`src/tmr_pkg.sv`:
```
package tmr_pkg;

	// ------------------------------------------------------------
	// register indices on the cpu byte port
	// ------------------------------------------------------------
	localparam int        ADDR_W         = 4;
	localparam bit [3:0]  REG_CTRL_A     = 4'h0;
	localparam bit [3:0]  REG_CTRL_B     = 4'h1;
	localparam bit [3:0]  REG_CNT_LO     = 4'h2;
	localparam bit [3:0]  REG_CNT_HI     = 4'h3;
	localparam bit [3:0]  REG_CMPA_LO    = 4'h4;
	localparam bit [3:0]  REG_CMPA_HI    = 4'h5;
	localparam bit [3:0]  REG_CMPB_LO    = 4'h6;
	localparam bit [3:0]  REG_CMPB_HI    = 4'h7;
	localparam bit [3:0]  REG_CAP_LO     = 4'h8;
	localparam bit [3:0]  REG_CAP_HI     = 4'h9;
	localparam bit [3:0]  REG_IRQ_FLAG   = 4'ha;
	localparam bit [3:0]  REG_IRQ_MASK   = 4'hb;
	localparam bit [3:0]  REG_SYNC_CTRL  = 4'hc;

	// ------------------------------------------------------------
	// field positions
	// ------------------------------------------------------------
	localparam int        SYNC_HOLD_BIT  = 7;
	localparam int        PSR_ZERO_BIT   = 1;
	localparam int        PSR_ONE_BIT    = 0;
	localparam int        CAP_SRC_BIT    = 5;
	localparam int        CAP_EDGE_BIT   = 6;
	localparam int        CAP_NOISE_BIT  = 7;
	localparam int        FLG_OVF        = 0;
	localparam int        FLG_MATCH_A    = 1;
	localparam int        FLG_MATCH_B    = 2;
	localparam int        FLG_CAP        = 3;
	localparam bit [7:0]  CTRL_B_MASK    = 8'he7;

	// ------------------------------------------------------------
	// reset values and count range
	// ------------------------------------------------------------
	localparam bit [7:0]  BYTE_RESET     = 8'h00;
	localparam bit [15:0] WIDE_RESET     = 16'h0000;
	localparam bit [15:0] CNT_BOTTOM     = 16'h0000;
	localparam bit [15:0] CNT_MAX        = 16'hffff;
	localparam bit [15:0] TOP_8BIT       = 16'h00ff;
	localparam bit [15:0] TOP_9BIT       = 16'h01ff;
	localparam bit [15:0] TOP_10BIT      = 16'h03ff;

	// ------------------------------------------------------------
	// clock select codes, prescaler taps, modes
	// ------------------------------------------------------------
	localparam bit [2:0]  CS_OFF         = 3'h0;
	localparam bit [2:0]  CS_DIV1        = 3'h1;
	localparam bit [2:0]  CS_DIV8        = 3'h2;
	localparam bit [2:0]  CS_DIV64       = 3'h3;
	localparam bit [2:0]  CS_DIV256      = 3'h4;
	localparam bit [2:0]  CS_DIV1024     = 3'h5;
	localparam bit [2:0]  CS_EXT_FALL    = 3'h6;
	localparam bit [2:0]  CS_EXT_RISE    = 3'h7;
	localparam int        PRE_W          = 10;
	localparam bit [9:0]  TAP_8          = 10'h007;
	localparam bit [9:0]  TAP_64         = 10'h03f;
	localparam bit [9:0]  TAP_256        = 10'h0ff;
	localparam bit [9:0]  TAP_1024       = 10'h3ff;
	localparam bit [2:0]  MODE_NORMAL    = 3'h0;
	localparam bit [2:0]  MODE_TOP8      = 3'h1;
	localparam bit [2:0]  MODE_TOP9      = 3'h2;
	localparam bit [2:0]  MODE_TOP10     = 3'h3;
	localparam bit [2:0]  MODE_CTC_A     = 3'h4;
	localparam bit [2:0]  MODE_CTC_CAP   = 3'h5;
	localparam bit [2:0]  MODE_PWM_A     = 3'h6;
	localparam bit [2:0]  MODE_PWM_CAP   = 3'h7;
	localparam int        NOISE_SAMPLES  = 4;

endpackage : tmr_pkg

```
`src/tmr_timer1_front.sv`:
```
// Behaviour
// - external edge reaches counter in about three cycles
// - external edges bypass the prescaler
// - hold mode keeps written prescaler reset bits
// - clearing hold mode clears both reset bits
// - timer prescaler reset bit self clears unless holding
// - no clock source selected stops counter
// - compare registers always compared, match sets flag
// - capture event copies counter except in capture-top modes, optional noise filter
// - compare A as PWM top: no PWM output A
// - bottom is 0x0000, max is 0xffff
// - top from fixed values, compare A or capture
// - one shared high byte latch per timer
// - low byte write loads latch and byte together
// - counter or capture low byte read copies high byte into latch
// - compare high byte read bypasses the latch
// - four flags, each gated by a mask bit
// - select 1 undivided, selects 2..5 tap 8..1024
// - select 7 rising, select 6 falling edges
`timescale 1ns/10ps
module tmr_timer1_front (
	// clock and reset
	input  wire logic                       ref_clk,
	input  wire logic                       rstn,
	// cpu byte port
	input  wire logic [tmr_pkg::ADDR_W-1:0] cpu_addr,
	input  wire logic                       cpu_wr_en,
	input  wire logic                       cpu_rd_en,
	input  wire logic [7:0]                 cpu_wdata,
	output logic      [7:0]                 cpu_rdata,
	// pins
	input  wire logic                       ext_count_pin,
	input  wire logic                       capture_pin,
	input  wire logic                       comparator_out,
	// outputs
	output logic                            prescaler_reset_zero,
	output logic      [3:0]                 irq_req,
	output logic                            pwm_out_a,
	output logic                            pwm_out_b
);
	import tmr_pkg::*;

	logic [2:0]       mode_reg;
	logic [7:0]       ctrl_b_reg;
	logic             sync_hold_reg;
	logic             psr_zero_reg;
	logic             psr_one_reg;
	logic [PRE_W-1:0] pre_cnt_reg;
	logic             ext_s1_reg, ext_s2_reg, ext_s3_reg;
	logic [15:0]      cnt_reg;
	logic [7:0]       temp_reg;
	logic [15:0]      cmpa_buf_reg, cmpa_act_reg;
	logic [15:0]      cmpb_buf_reg, cmpb_act_reg;
	logic [15:0]      cap_reg;
	logic             cap_s1_reg, cap_s2_reg;
	logic [NOISE_SAMPLES-1:0] cap_hist_reg;
	logic             cap_filt_reg, cap_prev_reg;
	logic [3:0]       flag_reg;
	logic [3:0]       mask_reg;
	logic [2:0]       clock_select;
	logic             ext_rise, ext_fall, timer_tick;
	logic [15:0]      top_val;
	logic             at_top, pwm_mode, cap_is_top;
	logic             cnt_wr, cap_wr, sync_wr;
	logic             cap_evt, ovf_evt, match_a_evt, match_b_evt;
	logic [3:0]       flag_set, flag_clr;
	logic [7:0]       rd_mux;
	logic [7:0]       cnt_hi_byte, cap_hi_byte, cmpa_hi_byte;

	assign clock_select = ctrl_b_reg[2:0];
	assign cnt_wr       = cpu_wr_en && (cpu_addr == REG_CNT_LO);
	assign cap_wr       = cpu_wr_en && (cpu_addr == REG_CAP_LO);
	assign sync_wr      = cpu_wr_en && (cpu_addr == REG_SYNC_CTRL);
	assign cnt_hi_byte  = cnt_reg[15:8];
	assign cap_hi_byte  = cap_reg[15:8];
	assign cmpa_hi_byte = cmpa_buf_reg[15:8];

	// ------------------------------------------------------------
	// control registers
	// ------------------------------------------------------------
	// mode and clock select, read/write; ctrl A keeps bits 2:0, ctrl B drops bits 4:3
	always_ff @(posedge ref_clk or negedge rstn) begin
		if (!rstn) begin
			mode_reg   <= 3'h0;
			ctrl_b_reg <= BYTE_RESET;
		end else if (cpu_wr_en && cpu_addr == REG_CTRL_A) begin
			mode_reg   <= cpu_wdata[2:0];
		end else if (cpu_wr_en && cpu_addr == REG_CTRL_B) begin
			ctrl_b_reg <= cpu_wdata & CTRL_B_MASK;
		end
	end

	// sync hold and prescaler reset bits; the zero bit only leaves as a port
	always_ff @(posedge ref_clk or negedge rstn) begin
		if (!rstn) begin
			sync_hold_reg <= 1'b0;
			psr_zero_reg  <= 1'b0;
			psr_one_reg   <= 1'b0;
		end else if (sync_wr) begin
			sync_hold_reg <= cpu_wdata[SYNC_HOLD_BIT];
			psr_zero_reg  <= cpu_wdata[PSR_ZERO_BIT];
			psr_one_reg   <= cpu_wdata[PSR_ONE_BIT];
		end else if (!sync_hold_reg) begin
			psr_zero_reg  <= 1'b0;
			psr_one_reg   <= 1'b0;
		end
	end

	// ------------------------------------------------------------
	// prescaler and clock select
	// ------------------------------------------------------------
	// free running, so the first tap after enable comes in 1..N cycles
	always_ff @(posedge ref_clk or negedge rstn) begin
		if (!rstn)
			pre_cnt_reg <= '0;
		else if (psr_one_reg)
			pre_cnt_reg <= '0;
		else
			pre_cnt_reg <= pre_cnt_reg + 1'b1;
	end

	// two flops synchronise the count pin, the third remembers for edges
	always_ff @(posedge ref_clk or negedge rstn) begin
		if (!rstn) begin
			ext_s1_reg <= 1'b0;
			ext_s2_reg <= 1'b0;
			ext_s3_reg <= 1'b0;
		end else begin
			ext_s1_reg <= ext_count_pin;
			ext_s2_reg <= ext_s1_reg;
			ext_s3_reg <= ext_s2_reg;
		end
	end

	assign ext_rise = ext_s2_reg && !ext_s3_reg;
	assign ext_fall = !ext_s2_reg && ext_s3_reg;

	// tick source; a held prescaler halts every internal source
	always_comb begin
		case (clock_select)
			CS_OFF:      timer_tick = 1'b0;
			CS_DIV1:     timer_tick = !psr_one_reg;
			CS_DIV8:     timer_tick = !psr_one_reg && ((pre_cnt_reg & TAP_8) == TAP_8);
			CS_DIV64:    timer_tick = !psr_one_reg && ((pre_cnt_reg & TAP_64) == TAP_64);
			CS_DIV256:   timer_tick = !psr_one_reg && ((pre_cnt_reg & TAP_256) == TAP_256);
			CS_DIV1024:  timer_tick = !psr_one_reg && (pre_cnt_reg == TAP_1024);
			CS_EXT_FALL: timer_tick = ext_fall;
			CS_EXT_RISE: timer_tick = ext_rise;
			default:     timer_tick = 1'b0;
		endcase
	end

	// ------------------------------------------------------------
	// top selection and counter
	// ------------------------------------------------------------
	always_comb begin
		case (mode_reg)
			MODE_NORMAL:  top_val = CNT_MAX;
			MODE_TOP8:    top_val = TOP_8BIT;
			MODE_TOP9:    top_val = TOP_9BIT;
			MODE_TOP10:   top_val = TOP_10BIT;
			MODE_CTC_A:   top_val = cmpa_act_reg;
			MODE_PWM_A:   top_val = cmpa_act_reg;
			MODE_CTC_CAP: top_val = cap_reg;
			MODE_PWM_CAP: top_val = cap_reg;
			default:      top_val = CNT_MAX;
		endcase
	end

	assign pwm_mode   = (mode_reg == MODE_PWM_A) || (mode_reg == MODE_PWM_CAP);
	assign cap_is_top = (mode_reg == MODE_CTC_CAP) || (mode_reg == MODE_PWM_CAP);
	assign at_top     = (cnt_reg == top_val);
	assign ovf_evt    = timer_tick && at_top && !cnt_wr;

	// a cpu write has priority over counting
	always_ff @(posedge ref_clk or negedge rstn) begin
		if (!rstn)
			cnt_reg <= WIDE_RESET;
		else if (cnt_wr)
			cnt_reg <= {temp_reg, cpu_wdata};
		else if (timer_tick && at_top)
			cnt_reg <= CNT_BOTTOM;
		else if (timer_tick)
			cnt_reg <= cnt_reg + 16'h0001;
	end

	// ------------------------------------------------------------
	// shared high byte latch
	// ------------------------------------------------------------
	// one latch for all wide registers; interrupted accesses corrupt it
	always_ff @(posedge ref_clk or negedge rstn) begin
		if (!rstn)
			temp_reg <= BYTE_RESET;
		else if (cpu_wr_en && (cpu_addr == REG_CNT_HI || cpu_addr == REG_CMPA_HI ||
				cpu_addr == REG_CMPB_HI || cpu_addr == REG_CAP_HI))
			temp_reg <= cpu_wdata;
		else if (cpu_rd_en && cpu_addr == REG_CNT_LO)
			temp_reg <= cnt_reg[15:8];
		else if (cpu_rd_en && cpu_addr == REG_CAP_LO)
			temp_reg <= cap_reg[15:8];
	end

	// ------------------------------------------------------------
	// compare units
	// ------------------------------------------------------------
	// cpu side buffers, loaded whole on the low byte write
	always_ff @(posedge ref_clk or negedge rstn) begin
		if (!rstn) begin
			cmpa_buf_reg <= WIDE_RESET;
			cmpb_buf_reg <= WIDE_RESET;
		end else if (cpu_wr_en && cpu_addr == REG_CMPA_LO) begin
			cmpa_buf_reg <= {temp_reg, cpu_wdata};
		end else if (cpu_wr_en && cpu_addr == REG_CMPB_LO) begin
			cmpb_buf_reg <= {temp_reg, cpu_wdata};
		end
	end

	// pwm modes update at the wrap so a moving top never glitches
	always_ff @(posedge ref_clk or negedge rstn) begin
		if (!rstn) begin
			cmpa_act_reg <= WIDE_RESET;
			cmpb_act_reg <= WIDE_RESET;
		end else if (!pwm_mode || (timer_tick && at_top)) begin
			cmpa_act_reg <= cmpa_buf_reg;
			cmpb_act_reg <= cmpb_buf_reg;
		end
	end

	assign match_a_evt = timer_tick && (cnt_reg == cmpa_act_reg);
	assign match_b_evt = timer_tick && (cnt_reg == cmpb_act_reg);

	// channel A gives no waveform while it serves as top
	always_ff @(posedge ref_clk or negedge rstn) begin
		if (!rstn) begin
			pwm_out_a <= 1'b0;
			pwm_out_b <= 1'b0;
		end else begin
			pwm_out_a <= (mode_reg == MODE_PWM_CAP) && (cnt_reg < cmpa_act_reg);
			pwm_out_b <= pwm_mode && (cnt_reg < cmpb_act_reg);
		end
	end

	// ------------------------------------------------------------
	// input capture
	// ------------------------------------------------------------
	always_ff @(posedge ref_clk or negedge rstn) begin
		if (!rstn) begin
			cap_s1_reg <= 1'b0;
			cap_s2_reg <= 1'b0;
		end else begin
			cap_s1_reg <= ctrl_b_reg[CAP_SRC_BIT] ? comparator_out : capture_pin;
			cap_s2_reg <= cap_s1_reg;
		end
	end

	// filter costs NOISE_SAMPLES cycles of latency to reject spikes
	always_ff @(posedge ref_clk or negedge rstn) begin
		if (!rstn) begin
			cap_hist_reg <= '0;
			cap_filt_reg <= 1'b0;
			cap_prev_reg <= 1'b0;
		end else begin
			cap_hist_reg <= {cap_hist_reg[NOISE_SAMPLES-2:0], cap_s2_reg};
			cap_prev_reg <= cap_filt_reg;
			if (!ctrl_b_reg[CAP_NOISE_BIT])
				cap_filt_reg <= cap_s2_reg;
			else if (&cap_hist_reg)
				cap_filt_reg <= 1'b1;
			else if (~|cap_hist_reg)
				cap_filt_reg <= 1'b0;
		end
	end

	assign cap_evt = !cap_is_top && (ctrl_b_reg[CAP_EDGE_BIT] ? (cap_filt_reg && !cap_prev_reg)
	                                                          : (!cap_filt_reg && cap_prev_reg));

	// capture register doubles as a writable top in capture-top modes
	always_ff @(posedge ref_clk or negedge rstn) begin
		if (!rstn)
			cap_reg <= WIDE_RESET;
		else if (cap_wr)
			cap_reg <= {temp_reg, cpu_wdata};
		else if (cap_evt)
			cap_reg <= cnt_reg;
	end

	// ------------------------------------------------------------
	// flags and masks
	// ------------------------------------------------------------
	assign flag_set = {cap_evt, match_b_evt, match_a_evt, ovf_evt};

	// write one clears; a set in the same cycle wins
	generate
		for (genvar i = 0; i < 4; i++) begin : g_flag
			assign flag_clr[i] = cpu_wr_en && (cpu_addr == REG_IRQ_FLAG) && cpu_wdata[i];
			always_ff @(posedge ref_clk or negedge rstn) begin
				if (!rstn)
					flag_reg[i] <= 1'b0;
				else
					flag_reg[i] <= flag_set[i] || (flag_reg[i] && !flag_clr[i]);
			end
		end
	endgenerate

	always_ff @(posedge ref_clk or negedge rstn) begin
		if (!rstn)
			mask_reg <= 4'h0;
		else if (cpu_wr_en && cpu_addr == REG_IRQ_MASK)
			mask_reg <= cpu_wdata[3:0];
	end

	always_ff @(posedge ref_clk or negedge rstn) begin
		if (!rstn)
			irq_req <= 4'h0;
		else
			irq_req <= flag_reg & mask_reg;
	end

	// ------------------------------------------------------------
	// read path and outward reset bit
	// ------------------------------------------------------------
	always_comb begin
		case (cpu_addr)
			REG_CTRL_A:    rd_mux = {5'h00, mode_reg};
			REG_CTRL_B:    rd_mux = ctrl_b_reg;
			REG_CNT_LO:    rd_mux = cnt_reg[7:0];
			REG_CNT_HI:    rd_mux = temp_reg;
			REG_CMPA_LO:   rd_mux = cmpa_buf_reg[7:0];
			REG_CMPA_HI:   rd_mux = cmpa_buf_reg[15:8];
			REG_CMPB_LO:   rd_mux = cmpb_buf_reg[7:0];
			REG_CMPB_HI:   rd_mux = cmpb_buf_reg[15:8];
			REG_CAP_LO:    rd_mux = cap_reg[7:0];
			REG_CAP_HI:    rd_mux = temp_reg;
			REG_IRQ_FLAG:  rd_mux = {4'h0, flag_reg};
			REG_IRQ_MASK:  rd_mux = {4'h0, mask_reg};
			REG_SYNC_CTRL: rd_mux = {sync_hold_reg, 5'h00, psr_zero_reg, psr_one_reg};
			default:       rd_mux = 8'h00;
		endcase
	end

	// read data stands until the next read
	always_ff @(posedge ref_clk or negedge rstn) begin
		if (!rstn)
			cpu_rdata <= BYTE_RESET;
		else if (cpu_rd_en)
			cpu_rdata <= rd_mux;
	end

	assign prescaler_reset_zero = psr_zero_reg;

	// ------------------------------------------------------------
	// assertions
	// ------------------------------------------------------------
	property p_ext_delay;
		@(posedge ref_clk) disable iff (!rstn)
		(clock_select == CS_EXT_RISE && $rose(ext_s1_reg) && !ext_s2_reg && !cpu_wr_en)
			|=> ##1 (cnt_reg != $past(cnt_reg));
	endproperty
	a_ext_delay: assert property (p_ext_delay) else $error("external edge did not count in time");

	property p_ext_direct;
		@(posedge ref_clk) disable iff (!rstn)
		(clock_select == CS_EXT_RISE && psr_one_reg && ext_rise && !cnt_wr && !at_top)
			|=> (cnt_reg == $past(cnt_reg) + 16'h0001);
	endproperty
	a_ext_direct: assert property (p_ext_direct) else $error("external tick gated by prescaler");

	property p_hold_keeps;
		@(posedge ref_clk) disable iff (!rstn)
		(sync_hold_reg && psr_one_reg && psr_zero_reg && !sync_wr) |=> (psr_one_reg && psr_zero_reg);
	endproperty
	a_hold_keeps: assert property (p_hold_keeps) else $error("held reset bits dropped");

	property p_hold_release;
		@(posedge ref_clk) disable iff (!rstn)
		(sync_wr && !cpu_wdata[SYNC_HOLD_BIT]) ##1 !sync_wr |=> (!psr_one_reg && !psr_zero_reg);
	endproperty
	a_hold_release: assert property (p_hold_release) else $error("reset bits not cleared");

	property p_psr_pulse;
		@(posedge ref_clk) disable iff (!rstn)
		(psr_one_reg && !sync_hold_reg && !sync_wr) |=> (!psr_one_reg && pre_cnt_reg == '0);
	endproperty
	a_psr_pulse: assert property (p_psr_pulse) else $error("prescaler reset misbehaved");

	property p_stopped;
		@(posedge ref_clk) disable iff (!rstn)
		(clock_select == CS_OFF && !cpu_wr_en) [*2] |=> $stable(cnt_reg);
	endproperty
	a_stopped: assert property (p_stopped) else $error("counter moved with no source");

	property p_match_a;
		@(posedge ref_clk) disable iff (!rstn)
		(timer_tick && cnt_reg == cmpa_act_reg) |=> flag_reg[FLG_MATCH_A];
	endproperty
	a_match_a: assert property (p_match_a) else $error("match A flag missing");

	property p_capture;
		@(posedge ref_clk) disable iff (!rstn)
		(cap_evt && !cap_wr) |=> (cap_reg == $past(cnt_reg) && flag_reg[FLG_CAP]);
	endproperty
	a_capture: assert property (p_capture) else $error("capture did not store counter");

	property p_pwm_a_off;
		@(posedge ref_clk) disable iff (!rstn)
		(mode_reg == MODE_PWM_A) |=> !pwm_out_a;
	endproperty
	a_pwm_a_off: assert property (p_pwm_a_off) else $error("pwm A driven while top");

	property p_wrap;
		@(posedge ref_clk) disable iff (!rstn)
		(ovf_evt) |=> (cnt_reg == CNT_BOTTOM && flag_reg[FLG_OVF]);
	endproperty
	a_wrap: assert property (p_wrap) else $error("wrap at top failed");

	property p_wide_write;
		@(posedge ref_clk) disable iff (!rstn)
		cnt_wr |=> (cnt_reg == {$past(temp_reg), $past(cpu_wdata)});
	endproperty
	a_wide_write: assert property (p_wide_write) else $error("wide write wrong");

	property p_low_read;
		@(posedge ref_clk) disable iff (!rstn)
		(cpu_rd_en && cpu_addr == REG_CNT_LO) |=> (temp_reg == $past(cnt_hi_byte));
	endproperty
	a_low_read: assert property (p_low_read) else $error("latch not loaded on low read");

	property p_cmp_read;
		@(posedge ref_clk) disable iff (!rstn)
		(cpu_rd_en && cpu_addr == REG_CMPA_HI && !cpu_wr_en)
			|=> (cpu_rdata == $past(cmpa_hi_byte) && $stable(temp_reg));
	endproperty
	a_cmp_read: assert property (p_cmp_read) else $error("compare high read used latch");

endmodule : tmr_timer1_front

```
`config.mk`:
```
export PLATFORM = sky130hd
export DESIGN_NAME = tmr_timer1_front
export DESIGN_NICKNAME = d
export VERILOG_FILES = /design/src/tmr_pkg.sv /design/src/tmr_timer1_front.sv
export SDC_FILE = /design/constraint.sdc
export NUM_CORES = 1
export LEC_CHECK = 0
export BUFFER_PORTS_ARGS = -buffer_cell sky130_fd_sc_hd__buf_2
export CAP_MARGIN = 20
export CORE_MARGIN = 3
export CORE_UTILIZATION = 35
export DETAILED_ROUTE_END_ITERATION = 7
export HOLD_SLACK_MARGIN = 0.15
export SETUP_SLACK_MARGIN = 0.05
export SYNTH_ARGS = -nofsm -noshare
export SYNTH_HDL_FRONTEND = slang
export SYNTH_SLANG_ARGS = --single-unit
```
`constraint.sdc`:
```
create_clock -name ref_clk -period 6.3 [get_ports ref_clk]
set_input_delay 0.63 -clock ref_clk [delete_from_list [all_inputs] [get_ports ref_clk]]
set_output_delay 0.63 -clock ref_clk [all_outputs]
set_load 0.005 [all_outputs]
```
==> results of run 1 <==
cell families after synthesis:
family | Yosys count
AO/OA/AOI/OAI | 183
multiplexers | 130
buffers and inverters | 103
XOR/XNOR | 18
AND/OR/NAND/NOR | 250
flip-flops | 159
adder cells (fa/ha/maj) | 35
critical path, cell delays in order, from the launching register on:
cell      delay, ns
dfrtp_1        0.75
nor3_1         0.71
a21oi_1        0.11
xnor2_1        0.19
nor4_2         0.27
nand4_1        0.16
o21bai_4       0.14
buf_4          0.56
mux2_2         0.41
layer usage:
| metal | wire length, um | up-vias |
|---|---|---|
| li1 | - | 3170 |
| met1 | 12420 | 3456 |
| met2 | 11850 | 224 |
| met3 | 1451 | 29 |
| met4 | 381 | 0 |
| met5 | 0 | - |
Yosys cell counts, types with 5 or more instances:
| cell type | number | area, um^2 |
|---|---|---|
| xnor2_1 | 11 | 96.34 |
| and2_1 | 9 | 56.30 |
| inv_1 | 45 | 168.9 |
| o22ai_1 | 9 | 56.30 |
| nand4_1 | 14 | 87.58 |
| nand2b_1 | 5 | 31.28 |
| mux2_2 | 56 | 630.6 |
| o21ai_0 | 62 | 310.3 |
| nor4_1 | 10 | 62.56 |
| buf_2 | 5 | 25.02 |
| xor2_1 | 7 | 61.31 |
| dfrtp_1 | 159 | 3979 |
| a31oi_1 | 6 | 37.54 |
| buf_1 | 5 | 18.77 |
| nand2_1 | 77 | 289.0 |
| clkbuf_1 | 37 | 138.9 |
| nor2b_1 | 11 | 68.82 |
| nor2_1 | 36 | 135.1 |
| mux2i_1 | 38 | 380.4 |
| ha_1 | 35 | 437.9 |
| or3_1 | 8 | 50.05 |
| nor3_1 | 13 | 65.06 |
| nand3_1 | 23 | 115.1 |
| a221oi_1 | 5 | 43.79 |
| a21o_1 | 8 | 60.06 |
| a22oi_1 | 12 | 90.09 |
| mux2_4 | 32 | 480.5 |
| a21oi_1 | 44 | 220.2 |
| and3_1 | 26 | 162.7 |
power groups by stage:
| stage | Combinational [W] | Clock [W] | Sequential [W] |
|---|---|---|---|
| 2_1_floorplan | 0.00132 | 0 | 0.00156 |
| 3_3_place_gp | 0.00146 | 0 | 0.00184 |
| 3_5_place_dp | 0.00150 | 0 | 0.00185 |
| 4_1_cts | 0.00151 | 0.00113 | 0.00183 |
| 5_1_grt | 0.00171 | 0.00118 | 0.00189 |
| 6_report | 0.00151 | 0.00111 | 0.00185 |
per-stage QoR:
stage | hold WS (ns) | area [um^2] | utilization | std cells | total power [W]
6_report | 0.2960 | 10020 | 0.3955 | 1221 | 0.004469
5_1_grt | 0.2823 | 10020 | 0.3955 | 1221 | 0.004771
3_3_place_gp | 0.3357 | 9375 | 0.3702 | 1189 | 0.003301
2_1_floorplan | 0.3312 | 9065 | - | 878 | 0.002881
4_1_cts | 0.2884 | 10000 | 0.3949 | 1220 | 0.004477
3_5_place_dp | 0.3371 | 9375 | 0.3702 | 1189 | 0.003352
layout make-up:
| type | count | area (um^2) |
|---|---|---|
| clock inverters | 14 | 200.2 |
| clock buffers | 17 | 425.4 |
| well taps | 330 | 412.9 |
| fillers | 2423 | 15310 |
| flip-flops and latches | 159 | 3979 |
| multi-input cells | 616 | 4598 |
| repair buffers | 40 | 231.5 |
| inverters | 45 | 168.9 |
final timing paths:
path / endpoint / depth (start not counted) / slack [ns] / from
max: cmpa_act_reg[15] / 8 / 2.87 / mode_reg[0]
min: ext_s1_reg / 1 / 0.30 / ext_count_pin
max reg2reg: cmpa_act_reg[15] / 8 / 2.87 / mode_reg[0]
min reg2reg: cap_s2_reg / 0 / 0.35 / cap_s1_reg
max in group asynchronous: cnt_reg[3] / 2 / 4.63 / rstn
min in group asynchronous: cap_hist_reg[2] / 1 / 0.32 / rstn
==> results.cfg, run 1 <==
[pwr]
pwr-share-comb = 0.338
clkPwrFrac = 0.249
p_leak_nw = 4.457
power.share.sequential = 0.413
power_density_nw_per_um2 = 446.2
vdd_drop_max_mv = 0.2002
internal_power_w = 0.002756
p_sw_w = 0.001713
p_sw_frac = 0.3833

[timing]
max-slew-margin-rel = 0.2883
finalHoldViolCount = 0
setup_violations = 0
tightestPinTransition_ns = 1.068
clock_skew_ns = 0.01534
tns_ns = 0
fin_ws_ns = 2.868
drv_slew = 0
post-route-period-util = 0.5447
max_freq_mhz = 291.4
fin_crit_ns = 3.432
rsz0062_at_grt = no

[floorplanning]
die_w_um = 166.9
ios = 34
die_h_um = 166.9
initial_utilization = 0.3579
die-area_um2 = 27870
rows = 58
core_area_um2 = 25330

[yosys]
synth_top_family_by_area = multiplexers
synth.ff_latch_count = 159
synthesis.nets = 932
synth-xor-area-share = 0.01739
synthAdderAreaFrac = 0.04831
syn_area_um2 = 9065
syn_inst = 878
synth_simple_gate_area_share = 0.1411
yosysWarnings = 0
synth_cell_types = 69
synthFlopType = dfrtp_1
synth_edf_count = 0
synthMuxAreaShare = 0.1745
synth_seq_area_share = 0.4389
async_flop_share = 1.000
synth_compound_area_frac = 0.1251
postSynthAreaPerCell_um2 = 10.32

[cts]
clk_pin_slew_worst_paths_ns = 0.07
cts_hold_buffers = 0
cts_setup_buffers = 0
h-tree-depth = 4
root_buffer = clkbuf_16
postCtsResizedCells = 0
cts_buffers = 17
clockBufferDepth = 2
clock-sinks = 159
clock_latency_ns = 0.44
cts_tree = done

[status]
status = completed

[placed_design]
io_buffers = 33
place_ws_ns = 2.854
dp.final_hpwl_um = 17980
routabilityCongestion = 0.8962

[flow_run]
maxCapViolCount = 0

[routing]
drtIter0Drc = 669
routedWlPerCell_um = 21.38
wl_um = 26100
num_vias = 6879
avgViaCountPerCell = 5.634
drc = 0
drt-pass1-iter-count = 5
ant_nets = 0

[critical_path]
cp-end-kind = register
cp-start-kind = register
crit_type = reg -> reg
arrival_ns = 3.75
crit_required_ns = 6.62
cp_max_fo = 32

[global_route]
grt_util_met3 = 0.03204
grt_max_degree = 103
grt_busiest_layer = met2
grt_pass1_wl_um = 41170
grt_pass1_vias = 6748
grtUsageTotal = 0.1902
grt_antenna_before_repair = 0
use_met1 = 0.2816
gr-usage-met2 = 0.2881
grt.overflow.total = 0

[final_layout]
area_growth_pct = 10.49
drive_gt1_frac = 0.1930
layout_common_cells = dfrtp_1 (159), nand2_1 (77), o21ai_0 (61)
antennaDiodeCount = 0
final_common_cell = dfrtp_1
nNetsFinal = 933

[min_path]
min_path_type = in -> reg
Note: power is estimated with default switching activity, not from simulation.
==> run 2, diff against run 1 <==
==> constraint.sdc (replaced) <==
create_clock -name ref_clk -period 2.9 [get_ports ref_clk]
set_input_delay 0.29 -clock ref_clk [delete_from_list [all_inputs] [get_ports ref_clk]]
set_output_delay 0.29 -clock ref_clk [all_outputs]
set_load 0.005 [all_outputs]
==> run 2 against run 1 <==
Against the previous run:
- clock-buffer cell count rose by 3
- sequential share of layout area decreased by 1.2 points
- sequential power is 100% higher
- die area is the same
- critical path type unchanged
- critical endpoint is now cmpb_act_reg[15]
==> results.cfg, run 2 (synthesis results as in run 1) <==
[cts]
clk_pin_slew_worst_paths_ns = 0.07
cts_tree = done
cts_buffers = 17
postCtsResizedCells = 0
clock_latency_ns = 0.43
cts_setup_buffers = 0
clock-sinks = 159
clockBufferDepth = 2
h-tree-depth = 4
root_buffer = clkbuf_16

[flow_run]
maxCapViolCount = 0

[global_route]
grt_pass1_wl_um = 41090
grt_antenna_before_repair = 0
grtUsageTotal = 0.1908
grt_pass1_vias = 6880
grt_max_degree = 58
grt.overflow.total = 0

[final_layout]
ff_latch_area_um2 = 3979
area_growth_pct = 13.86
fin_area_um2 = 10320
antennaDiodeCount = 0
nNetsFinal = 971
layout_common_cells = dfrtp_1 (159), nand2_1 (77), o21ai_0 (61)
num-fill-cells = 2398
final_common_cell = dfrtp_1
drive_gt1_frac = 0.2204
fin_cells = 1260
multi_input_area_um2 = 4598

[critical_path]
crit_path_cell_trace = buf_4, mux2_4, a21oi_1, xnor2_1, nor4_2, nand4_1, o21bai_4, buf_12, mux2_2
cp-end-kind = register
cp_max_fo = 15
crit_required_ns = 3.22
max_stage_delay_ns = 0.38
crit_type = reg -> reg
arrival_ns = 2.97
crit_slowest_cell = dfrtp_1
cp-start-kind = register

[routing]
wl_um = 26410
routedWlPerCell_um = 20.96
drtIter0Drc = 789
drc = 0
drt-pass1-iter-count = 5
avgViaCountPerCell = 5.546
ant_nets = 0
num_vias = 6988

[pwr]
power_density_nw_per_um2 = 955.2
vdd_drop_max_mv = 0.4389
p_leak_nw = 4.633

[floorplanning]
ios = 34
die_w_um = 166.9
initial_utilization = 0.3579
die-area_um2 = 27870
die_h_um = 166.9
rows = 58
core_area_um2 = 25330

[placed_design]
post-place-cells = 1223
place_ws_ns = 0.3182
dp.final_hpwl_um = 19180
place_area_um2 = 9668
io_buffers = 33
routabilityCongestion = 0.8929

[timing]
finalHoldViolCount = 0
setup_violations = 0
post-route-period-util = 0.9145
clock_skew_ns = 0.007278
tns_ns = 0
rsz0062_at_grt = no
drv_slew = 0
tightestPinTransition_ns = 0.6421
fin_crit_ns = 2.652
fin_ws_ns = 0.2479
max_freq_mhz = 377.1
max-slew-margin-rel = 0.5709

[min_path]
min_path_type = in -> reg

[status]
status = completed
==> run 2: cell count changes in the layout (fill, tap and decap cells not counted), sizes merged <==
cell         delta
buf            +33
clkbuf          +3
dlygate4sd3     +5
clkinvlp        +1
clkinv          -2
bufinv          -1
==> run 2: through the flow <==
stage	power, W	hold WS (ns)	utilization
5_1_grt	0.01050	0.2325	0.4075
4_1_cts	0.009849	0.2014	0.4075
3_3_place_gp	0.007397	0.3085	0.3817
3_5_place_dp	0.007481	0.3126	0.3817
6_report	0.009858	0.2189	0.4075
2_1_floorplan	0.006259	-0.005591	-
==> run 2: critical path: cells and delay by family, from the launching register on <==
family                    cells  cell delay [ns]
DFF                           1             0.38
muxes                         2             0.66
xor gates and xnor gates      1             0.12
AOI/OAI and AO/OA             2             0.41
buffers and inverters         2             0.46
and+or+nand+nor               2             0.50
==> run 2: metal layers <==
layer | GRT usage | vias to the layer above | routed length, um | share of wire
met3 | 0.04913 | 33 | 2008 | 0.076
met5 | 0 | - | 0 | 0
met1 | 0.2726 | 3469 | 12200 | 0.46
met4 | 0.04986 | 0 | 418 | 0.016
met2 | 0.2893 | 253 | 11780 | 0.45
li1 | - | 3233 | - | -
==> run 2: layout make-up <==
class,instances,share of cell area
sequential,159,0.3855
multi-input combinational,616,0.4455
tap,330,0.04001
inverter,45,0.01637
timing repair buffer,78,0.05419
clock inverter,12,0.01418
clock buffer,20,0.04425
==> run 2: path summary, 6_finish.rpt <==
kind | startpoint | endpoint | slack, ns | cells past startpoint
min in group asynchronous | rstn | cmpa_act_reg[15] | 0.40 | 2
min reg2reg | cap_s1_reg | cap_s2_reg | 0.35 | 0
max reg2reg | mode_reg[0] | cmpb_act_reg[15] | 0.25 | 9
min | cpu_wdata[7] | cap_reg[7] | 0.22 | 3
max in group asynchronous | rstn | cmpa_act_reg[6] | 1.64 | 3
max | mode_reg[0] | cmpb_act_reg[15] | 0.25 | 9
==> run 2: timing repair <==
item / 4_1_cts / 5_1_grt
setup endpoints to repair: 0 / 0
endpoints found under the hold margin: 54 / 0
hold buffers: 5 / 0
==> run 2: power breakdown <==
| group | switching, W | total (W) | internal, W |
|---|---|---|---|
| combinational | 0.00191 | 0.00374 | 0.00183 |
| clock | 0.00101 | 0.00234 | 0.00134 |
| sequential | 0.000858 | 0.00377 | 0.00292 |
| total | 0.00377 | 0.00986 | 0.00609 |
